`src/txh1_pkg.sv`:
```
// Constants, types and helpers for the transmit header quadlet 1 bank
package txh1_pkg;
    // ------------------------------------------------------------
    // Map
    // ------------------------------------------------------------
    localparam int NUM_BUF = 8;
    localparam int ADR_W = 12;
    localparam logic [ADR_W-1:0] BUF_OFFSET [NUM_BUF] = '{
        12'h258, 12'h270, 12'h288, 12'h2A0, 12'h2B8, 12'h2D0, 12'h2E8, 12'h300};
    // ------------------------------------------------------------
    // Field positions
    // ------------------------------------------------------------
    localparam int DEST_ID_LSB = 16;
    localparam int DEST_OFF_LSB = 0;
    localparam int SRC_ID_LSB = 24;
    localparam int DBS_LSB = 16;
    localparam int FN_LSB = 14;
    localparam int QPC_LSB = 11;
    localparam int SPH_BIT = 10;
    localparam int DBC_LSB = 0;
    localparam int SPH_LANE = 1;
    // ------------------------------------------------------------
    // Stream types and block sizes
    // ------------------------------------------------------------
    localparam logic [3:0] ST_ASYNC = 4'h1;
    localparam logic [3:0] ST_VIDEO_MIN = 4'h4;
    localparam logic [3:0] ST_VIDEO_MAX = 4'hA;
    localparam logic [3:0] ST_SAT_A = 4'h4;
    localparam logic [3:0] ST_SAT_B = 4'h5;
    localparam logic [3:0] ST_DVB = 4'h6;
    localparam logic [3:0] ST_PAL_SD = 4'h7;
    localparam logic [3:0] ST_PAL_HD = 4'h8;
    localparam logic [3:0] ST_NTSC_SD = 4'h9;
    localparam logic [3:0] ST_NTSC_HD = 4'hA;
    localparam logic [7:0] DBS_DVB = 8'h06;
    localparam logic [7:0] DBS_SAT = 8'h09;
    localparam logic [7:0] DBS_SD = 8'h78;
    localparam logic [7:0] DBS_HD = 8'hF0;
    // ------------------------------------------------------------
    // Reset values
    // ------------------------------------------------------------
    localparam logic [7:0] DBS_RST_BUF0 = 8'h06;
    localparam logic [7:0] DBS_RST_OTHER = 8'h00;
    localparam logic [1:0] FN_RST_BUF0 = 2'h3;
    localparam logic [1:0] FN_RST_OTHER = 2'h0;
    localparam logic SPH_RST_BUF0 = 1'b1;
    localparam logic SPH_RST_OTHER = 1'b0;
    localparam logic [2:0] QPC_RST = 3'h0;
    localparam logic [7:0] DBC_RST = 8'h00;
    localparam logic [4:0] SRC_ID_RST = 5'h00;
    localparam logic [31:0] STORE_RST = 32'h0000_0000;

    typedef enum logic [1:0] {BUS_IDLE, BUS_FETCH, BUS_RESP} bus_state_type;

    function automatic logic is_video(input logic [3:0] st);
        return (st >= ST_VIDEO_MIN) && (st <= ST_VIDEO_MAX);
    endfunction

    function automatic logic [7:0] dbs_for(input logic [3:0] st);
        logic [7:0] v;
        v = DBS_RST_OTHER;
        if (st == ST_SAT_A || st == ST_SAT_B) v = DBS_SAT;
        if (st == ST_DVB) v = DBS_DVB;
        if (st == ST_PAL_SD || st == ST_NTSC_SD) v = DBS_SD;
        if (st == ST_PAL_HD || st == ST_NTSC_HD) v = DBS_HD;
        return v;
    endfunction
endpackage

```
`src/tx_header_quadlet1_regs.sv`:
```
// Transmit header quadlet 1 register bank for eight buffers, Wishbone slave
// Functional notes
// - A buffer with stream type 1 shows the asynchronous layout; buffer 4 defaults to it.
// - A buffer with stream type 4 to 10 shows the video layout; buffer 0 defaults to it.
// - Async bits 31:16 hold a writable destination node id, reset zero, sent in the header.
// - Async bits 15:0 hold the writable upper destination offset, sent in the header.
// - Video bits 31:29 and 9:8 ignore writes and read as zero.
// - Video bits 28:24 are the read-only source node id, refreshed on each PHY register 0 transfer while clk_en is high.
// - Video bits 23:16 report the data block size that follows the stream type.
// - Video bits 15:14 hold the read-only fraction number with its four encodings.
// - Video bits 13:11 reflect the read-only quadlet padding count, reset zero.
// - Video bit 10 holds the source packet header flag sent in the CIP header.
// - Video bits 7:0 expose the read-only data block continuity counter.
// - The header flag is writable unless the new-cell header option is active.
`timescale 1ns/100ps
module tx_header_quadlet1_regs
    import txh1_pkg::*;
(
    input wire logic sys_clk,
    input wire logic rst,
    input wire logic clk_en,
    input wire logic wb_cyc_i,
    input wire logic wb_stb_i,
    input wire logic wb_we_i,
    input wire logic [ADR_W-1:0] wb_adr_i,
    input wire logic [3:0] wb_sel_i,
    input wire logic [31:0] wb_dat_i,
    output logic [31:0] wb_dat_o,
    output logic wb_ack_o,
    input wire logic [4*NUM_BUF-1:0] stream_type,
    input wire logic [NUM_BUF-1:0] new_cell_header_option,
    input wire logic phy_reg0_valid,
    input wire logic [4:0] phy_node_id,
    input wire logic tx_pkt_done,
    input wire logic [2:0] tx_pkt_buf,
    input wire logic [7:0] tx_pkt_blocks,
    input wire logic [1:0] tx_pkt_fn,
    input wire logic [2:0] tx_pkt_qpc,
    input wire logic tx_pkt_sph,
    input wire logic hdr_req,
    input wire logic [2:0] hdr_buf,
    output logic [31:0] hdr_quadlet,
    output logic hdr_valid
);
    // ------------------------------------------------------------
    // Declarations
    // ------------------------------------------------------------
    bus_state_type state_r, state_nxt;
    logic [2:0] idx_r, idx_nxt;
    logic hit_r, hit_nxt;
    logic we_r, we_nxt;
    logic ack_nxt;
    logic [31:0] dat_nxt;
    logic [2:0] adr_idx;
    logic adr_hit;
    logic bus_req;
    logic sw_wr;
    logic mem_we;
    logic [31:0] mem_rdata_a, mem_rdata_b;
    logic [4:0] src_id_r, src_id_nxt;
    logic [7:0] dbs_r [NUM_BUF];
    logic [7:0] dbs_nxt [NUM_BUF];
    logic [1:0] fn_r [NUM_BUF];
    logic [1:0] fn_nxt [NUM_BUF];
    logic [2:0] qpc_r [NUM_BUF];
    logic [2:0] qpc_nxt [NUM_BUF];
    logic sph_r [NUM_BUF];
    logic sph_nxt [NUM_BUF];
    logic [7:0] dbc_r [NUM_BUF];
    logic [7:0] dbc_nxt [NUM_BUF];
    logic hdr_pend_r, hdr_pend_nxt;
    logic [2:0] hdr_buf_r, hdr_buf_nxt;
    logic [31:0] hdr_nxt;
    logic hdr_valid_nxt;

    function automatic logic [3:0] st_of(input logic [2:0] idx);
        return stream_type[{idx, 2'b00} +: 4];
    endfunction

    // Video layout is built from live fields; reserved bits stay zero
    function automatic logic [31:0] quadlet_of(input logic [2:0] idx, input logic [31:0] stored);
        logic [31:0] w;
        w = 32'h0000_0000;
        if (is_video(st_of(idx))) begin
            w[SRC_ID_LSB +: 5] = src_id_r;
            w[DBS_LSB +: 8] = dbs_r[idx];
            w[FN_LSB +: 2] = fn_r[idx];
            w[QPC_LSB +: 3] = qpc_r[idx];
            w[SPH_BIT] = sph_r[idx];
            w[DBC_LSB +: 8] = dbc_r[idx];
        end else begin
            // Types outside 1 and 4..10 fall back to the stored word
            w = stored;
        end
        return w;
    endfunction

    // ------------------------------------------------------------
    // Address decode
    // ------------------------------------------------------------
    always_comb begin
        adr_hit = 1'b0;
        adr_idx = 3'h0;
        for (int i = 0; i < NUM_BUF; i++) begin
            if (wb_adr_i[ADR_W-1:2] == BUF_OFFSET[i][ADR_W-1:2]) begin
                adr_hit = 1'b1;
                adr_idx = 3'(i);
            end
        end
    end

    assign bus_req = wb_cyc_i && wb_stb_i;
    assign sw_wr = (state_r == BUS_IDLE) && bus_req && wb_we_i && adr_hit;
    // Writes to a video buffer never reach the store, so read-only fields stay intact
    assign mem_we = sw_wr && !is_video(st_of(adr_idx));

    txh1_store u_store (
        .sys_clk(sys_clk),
        .rst(rst),
        .clk_en(clk_en),
        .wr_en(mem_we),
        .wr_addr(adr_idx),
        .wr_be(wb_sel_i),
        .wr_data(wb_dat_i),
        .rd_addr_a(adr_idx),
        .rd_data_a(mem_rdata_a),
        .rd_addr_b(hdr_buf),
        .rd_data_b(mem_rdata_b)
    );

    // ------------------------------------------------------------
    // Bus slave
    // ------------------------------------------------------------
    always_comb begin
        state_nxt = state_r;
        idx_nxt = idx_r;
        hit_nxt = hit_r;
        we_nxt = we_r;
        ack_nxt = 1'b0;
        dat_nxt = wb_dat_o;
        unique case (state_r)
            BUS_IDLE: begin
                if (bus_req) begin
                    idx_nxt = adr_idx;
                    hit_nxt = adr_hit;
                    we_nxt = wb_we_i;
                    state_nxt = BUS_FETCH;
                end
            end
            BUS_FETCH: begin
                // Unmapped reads answer with zero rather than stalling the master
                ack_nxt = 1'b1;
                dat_nxt = 32'h0000_0000;
                if (hit_r && !we_r) begin
                    dat_nxt = quadlet_of(idx_r, mem_rdata_a);
                end
                state_nxt = BUS_RESP;
            end
            BUS_RESP: begin
                state_nxt = BUS_IDLE;
            end
        endcase
    end

    always_ff @(posedge sys_clk or posedge rst) begin
        if (rst) begin
            state_r <= BUS_IDLE;
            idx_r <= 3'h0;
            hit_r <= 1'b0;
            we_r <= 1'b0;
            wb_ack_o <= 1'b0;
            wb_dat_o <= 32'h0000_0000;
        end else if (clk_en) begin
            state_r <= state_nxt;
            idx_r <= idx_nxt;
            hit_r <= hit_nxt;
            we_r <= we_nxt;
            wb_ack_o <= ack_nxt;
            wb_dat_o <= dat_nxt;
        end
    end

    // ------------------------------------------------------------
    // Source node id
    // ------------------------------------------------------------
    always_comb begin
        src_id_nxt = src_id_r;
        if (phy_reg0_valid) begin
            src_id_nxt = phy_node_id;
        end
    end

    always_ff @(posedge sys_clk or posedge rst) begin
        if (rst) begin
            src_id_r <= SRC_ID_RST;
        end else if (clk_en) begin
            src_id_r <= src_id_nxt;
        end
    end

    // ------------------------------------------------------------
    // Per-buffer video fields
    // ------------------------------------------------------------
    for (genvar g = 0; g < NUM_BUF; g++) begin : gen_buf
        logic [3:0] st;
        logic pkt_here;
        logic wr_here;
        assign st = stream_type[4*g +: 4];
        assign pkt_here = tx_pkt_done && (tx_pkt_buf == 3'(g)) && is_video(st);
        assign wr_here = sw_wr && (adr_idx == 3'(g)) && is_video(st);

        always_comb begin
            dbs_nxt[g] = dbs_r[g];
            fn_nxt[g] = fn_r[g];
            qpc_nxt[g] = qpc_r[g];
            sph_nxt[g] = sph_r[g];
            dbc_nxt[g] = dbc_r[g];
            if (is_video(st)) begin
                dbs_nxt[g] = dbs_for(st);
            end
            if (pkt_here) begin
                dbc_nxt[g] = dbc_r[g] + tx_pkt_blocks;
                fn_nxt[g] = tx_pkt_fn;
                qpc_nxt[g] = tx_pkt_qpc;
                if (new_cell_header_option[g]) begin
                    sph_nxt[g] = tx_pkt_sph;
                end
            end
            // Software and hardware own the flag in turn, so they never collide
            if (wr_here && wb_sel_i[SPH_LANE] && !new_cell_header_option[g]) begin
                sph_nxt[g] = wb_dat_i[SPH_BIT];
            end
        end

        always_ff @(posedge sys_clk or posedge rst) begin
            if (rst) begin
                dbs_r[g] <= (g == 0) ? DBS_RST_BUF0 : DBS_RST_OTHER;
                fn_r[g] <= (g == 0) ? FN_RST_BUF0 : FN_RST_OTHER;
                sph_r[g] <= (g == 0) ? SPH_RST_BUF0 : SPH_RST_OTHER;
                qpc_r[g] <= QPC_RST;
                dbc_r[g] <= DBC_RST;
            end else if (clk_en) begin
                dbs_r[g] <= dbs_nxt[g];
                fn_r[g] <= fn_nxt[g];
                sph_r[g] <= sph_nxt[g];
                qpc_r[g] <= qpc_nxt[g];
                dbc_r[g] <= dbc_nxt[g];
            end
        end
    end

    // ------------------------------------------------------------
    // Header port toward packet assembly
    // ------------------------------------------------------------
    always_comb begin
        hdr_pend_nxt = hdr_req;
        hdr_buf_nxt = hdr_req ? hdr_buf : hdr_buf_r;
        hdr_valid_nxt = hdr_pend_r;
        hdr_nxt = hdr_quadlet;
        if (hdr_pend_r) begin
            hdr_nxt = quadlet_of(hdr_buf_r, mem_rdata_b);
        end
    end

    always_ff @(posedge sys_clk or posedge rst) begin
        if (rst) begin
            hdr_pend_r <= 1'b0;
            hdr_buf_r <= 3'h0;
            hdr_valid <= 1'b0;
            hdr_quadlet <= 32'h0000_0000;
        end else if (clk_en) begin
            hdr_pend_r <= hdr_pend_nxt;
            hdr_buf_r <= hdr_buf_nxt;
            hdr_valid <= hdr_valid_nxt;
            hdr_quadlet <= hdr_nxt;
        end
    end
endmodule

```
`src/txh1_store.sv`:
```
// Word store for the asynchronous layout, one write and two registered read ports
`timescale 1ns/100ps
module txh1_store
    import txh1_pkg::*;
(
    input wire logic sys_clk,
    input wire logic rst,
    input wire logic clk_en,
    input wire logic wr_en,
    input wire logic [2:0] wr_addr,
    input wire logic [3:0] wr_be,
    input wire logic [31:0] wr_data,
    input wire logic [2:0] rd_addr_a,
    output logic [31:0] rd_data_a,
    input wire logic [2:0] rd_addr_b,
    output logic [31:0] rd_data_b
);
    logic [31:0] mem_r [NUM_BUF];

    // Reset clears every word, so both async fields start at zero
    always_ff @(posedge sys_clk or posedge rst) begin
        if (rst) begin
            for (int i = 0; i < NUM_BUF; i++) begin
                mem_r[i] <= STORE_RST;
            end
            rd_data_a <= STORE_RST;
            rd_data_b <= STORE_RST;
        end else if (clk_en) begin
            for (int b = 0; b < 4; b++) begin
                if (wr_en && wr_be[b]) begin
                    mem_r[wr_addr][8*b +: 8] <= wr_data[8*b +: 8];
                end
            end
            rd_data_a <= mem_r[rd_addr_a];
            rd_data_b <= mem_r[rd_addr_b];
        end
    end
endmodule
```
`config.mk`:
```
export PLATFORM = sky130hd
export DESIGN_NAME = tx_header_quadlet1_regs
export DESIGN_NICKNAME = d
export VERILOG_FILES = /design/src/txh1_pkg.sv /design/src/tx_header_quadlet1_regs.sv /design/src/txh1_store.sv
export SDC_FILE = /design/constraint.sdc
export NUM_CORES = 2
export LEC_CHECK = 0
export ABC_AREA = 1
export BUFFER_PORTS_ARGS = -buffer_cell sky130_fd_sc_hd__buf_2
export CELL_PAD_IN_SITES_DETAIL_PLACEMENT = 1
export CELL_PAD_IN_SITES_GLOBAL_PLACEMENT = 2
export CORE_MARGIN = 1
export CORE_UTILIZATION = 39
export DETAILED_ROUTE_END_ITERATION = 10
export PLACE_DENSITY = 0.89
export SYNTH_ARGS = -nofsm -noshare
export SYNTH_HDL_FRONTEND = slang
export SYNTH_SLANG_ARGS = --single-unit
```
`constraint.sdc`:
```
create_clock -name sys_clk -period 47.8 [get_ports sys_clk]
set_clock_uncertainty 0.1 [all_clocks]
set_input_delay 9.56 -clock sys_clk [delete_from_list [all_inputs] [get_ports sys_clk]]
set_output_delay 9.56 -clock sys_clk [all_outputs]
set_load 0.1 [all_outputs]
```
==> flow_summary.ini <==
[sta]
hold_slack_ps = 370
layout_setup_ws_ps = 33960
hold_violations = 0
fin_setup_tns_ps = 0
max_slew.worst_pin.slew_ps = 1150
finalMaxSlewViolations = 0
post-route-period-util = 0.290
rsz0062_at_grt = false
finalSetupViolCount = 0
min_period_ps = 13840
slew_headroom = 0.232
fmax_mhz = 72.3

[final_layout]
drive_above_1_share = 0.100
syn2layout_area_growth_pct = 11.5
nets = 4536
fin_cells = 5475

[cts]
clock_latency_ps = 630
cts_resized = 0
clk_path_buf_depth = 3
tritoncts = yes
clkTransAtPathRegs_ps = 60
cts_buffers = 69
htree_levels = 3
cts_setup_buffers = 0
cts-root-buf = clkbuf_16
postCtsHoldBufs = 0
clock-sinks = 554

[synth]
ys_async_sr_fraction = 1.00
syn_inst = 4364
ys.flop_type = dfrtp_1
synth_area_um2 = 32700
ys_ff_latch = 554
synth_fp_nets = 4552
yosys.cell_types.count = 48
synth_edf_count = 0
avgSynthCellArea_um2 = 7.48
synth_warnings = 0
ys_seq_area_frac = 0.425

[power]
peakVddDrop_v = 0.0000277
power_leakage_nw = 17.5
powerDensity_nw_per_um2 = 42.2
power_mw = 1.54

[setup_path]
crit_type = in2reg
crit_fanout = 62
critPathRequiredTime_ps = 48180
cp.arrival_ps = 14220
cp-end-kind = register
start_kind = input pin
reg2reg_depth = 14

[floorplan]
fp.dieW_um = 291
core_um2 = 82500
die_area_um2 = 84900
start_util = 0.396
die_h_um = 291
fp-row-count = 105
ios = 188

[detailed_routing]
remaining_drc_errors = 0
avgViaCountPerCell = 5.98
wl_met1_um = 56800
postRouteAntennaNets = 0
highest_layer = met5
num_vias = 32800
met3_length_um = 9380
met2WireLength_um = 64100
drt-total-wl_um = 135000
wl_per_cell_um = 24.7
drtIter0Drc = 3154
first_pass_iters = 5

[min_path]
hold_depth = 2
hp-class = reg2reg

[global_routing]
grt_max_degree = 172
grt_pass1_vias = 33200
grt_pass1_wl_um = 206000
grt_overflow_total = 0
grtUsageTotal = 0.316
antenna_found_initial = 14

[job]
cap_violations = 0

[place]
dp_cells = 5347
io_buffers = 185
gp_congestion = 0.877
hpwl_um = 86000
pre_cts_ws_ps = 33430

[run_status]
outcome = completed
layout by cell type, fill, tap and decap left out, types with 21 or more instances in the layout:
cell,n
a21oi_1,309
a22oi_1,31
buf_2,182
buf_4,63
clkbuf_16,69
clkbuf_8,21
dfrtp_1,546
ha_1,58
inv_1,329
nand2_1,1135
nand3_1,179
nand3_4,25
nand4_1,267
nor2_1,234
o2111ai_1,22
o211ai_1,124
o21ai_0,583
report_power, final:
group	switching [mW]	internal [mW]	leakage [nW]
Clock	0.224	0.324	1.16
Combinational	0.330	0.0926	8.90
Sequential	0.0448	0.521	7.39
synthesized netlist by cell type (4+ instances only):
library cell	number	share of area
buf_6	6	0.0021
xor2_1	16	0.0043
o21ai_1	4	0.00061
nand4_1	267	0.051
or2_2	14	0.0027
a22oi_1	31	0.0071
buf_1	33	0.0038
a32o_1	5	0.0015
ha_1	58	0.022
o22ai_1	7	0.0013
clkbuf_1	230	0.026
dfrtp_1	550	0.42
nand2_1	1137	0.13
dfstp_2	4	0.0032
a31oi_1	11	0.0021
buf_2	14	0.0021
o2111ai_1	22	0.0059
fa_1	8	0.0049
nand3_1	179	0.027
o41ai_1	12	0.0032
inv_1	332	0.038
nand3_2	5	0.0015
nor2_2	5	0.00096
nor2_1	238	0.027
clkbuf_2	30	0.0046
a221oi_1	18	0.0048
o21ai_0	583	0.089
nand3_4	25	0.013
a21oi_1	309	0.047
inv_2	11	0.0013
o221ai_1	17	0.0046
o31ai_1	11	0.0025
o211ai_1	124	0.029
buf_4	21	0.0048
metal layers:
layer | vias to the layer above | track usage
li1 | 14900 | -
met1 | 16500 | 0.414
met2 | 1106 | 0.517
met3 | 254 | 0.0612
met4 | 8 | 0.116
met5 | - | 0
stage by stage:
stage | utilization | cell area [um2]
after floorplan | - | 32700
after global placement | 0.413 | 34100
after detailed placement | 0.413 | 34100
after CTS | 0.441 | 36400
after global routing | 0.441 | 36400
final | 0.441 | 36400
logic make-up after synthesis:
group	Yosys count	share of synthesized area
simple gates	1884	0.259
compound gates	1162	0.201
mux	1	0.000345
xor+xnor	18	0.00483
fa+ha+maj	66	0.0271
buf+inv	679	0.0835
flops	554	0.425
flip-flops by register name (all words and copies together) (netlist names), 2 cells and up:
signal	cells
wb_dat_o	32
qpc_r	24
u_store.rd_data_a	32
fn_r	16
src_id_r	5
sph_r	8
dbs_r	40
u_store.rd_data_b	32
dbc_r	64
u_store.mem_r	256
hdr_buf_r	3
hdr_quadlet	32
state_r	2
idx_r	3
worst paths after layout:
| kind | startpoint | endpoint | slack, ps |
|---|---|---|---|
| max | wb_adr_i[8] | u_store.mem_r[30] | 33960 |
| min | u_store.mem_r[81] | u_store.mem_r[81] | 370 |
| max reg2reg | idx_r[0] | wb_dat_o[23] | 43930 |
| min reg2reg | u_store.mem_r[81] | u_store.mem_r[81] | 370 |
| max in group asynchronous | rst | u_store.rd_data_b[2] | 36300 |
| min in group asynchronous | rst | u_store.mem_r[68] | 8980 |
critical path, stage by stage:
cell and delay [ps]:
buf_2 110, inv_1 40, nand2_1 90, nor2_1 180, nand3_2 230, inv_2 140, buf_4 630, nor3_2 100
buf_4 250, nand2_1 130, nand3_1 110, nor2_1 130, nand2_2 110, nor2_8 590, buf_4 750, nand3_1 670
nand2_1 220, nand2_1 80
cell type report:
| class | instances | area [um2] |
|---|---|---|
| Fill cell | 10200 | 46100 |
| Inverter | 345 | 1300 |
| Clock buffer | 107 | 2080 |
| Sequential cell | 554 | 13900 |
| Clock inverter | 19 | 277 |
| Timing Repair Buffer | 247 | 1420 |
| Tap cell | 1070 | 1340 |
| Multi-Input combinational cell | 3131 | 16100 |
| Antenna cell | 2 | 5.00 |
No activity file was read; power rests on OpenSTA's default activity.
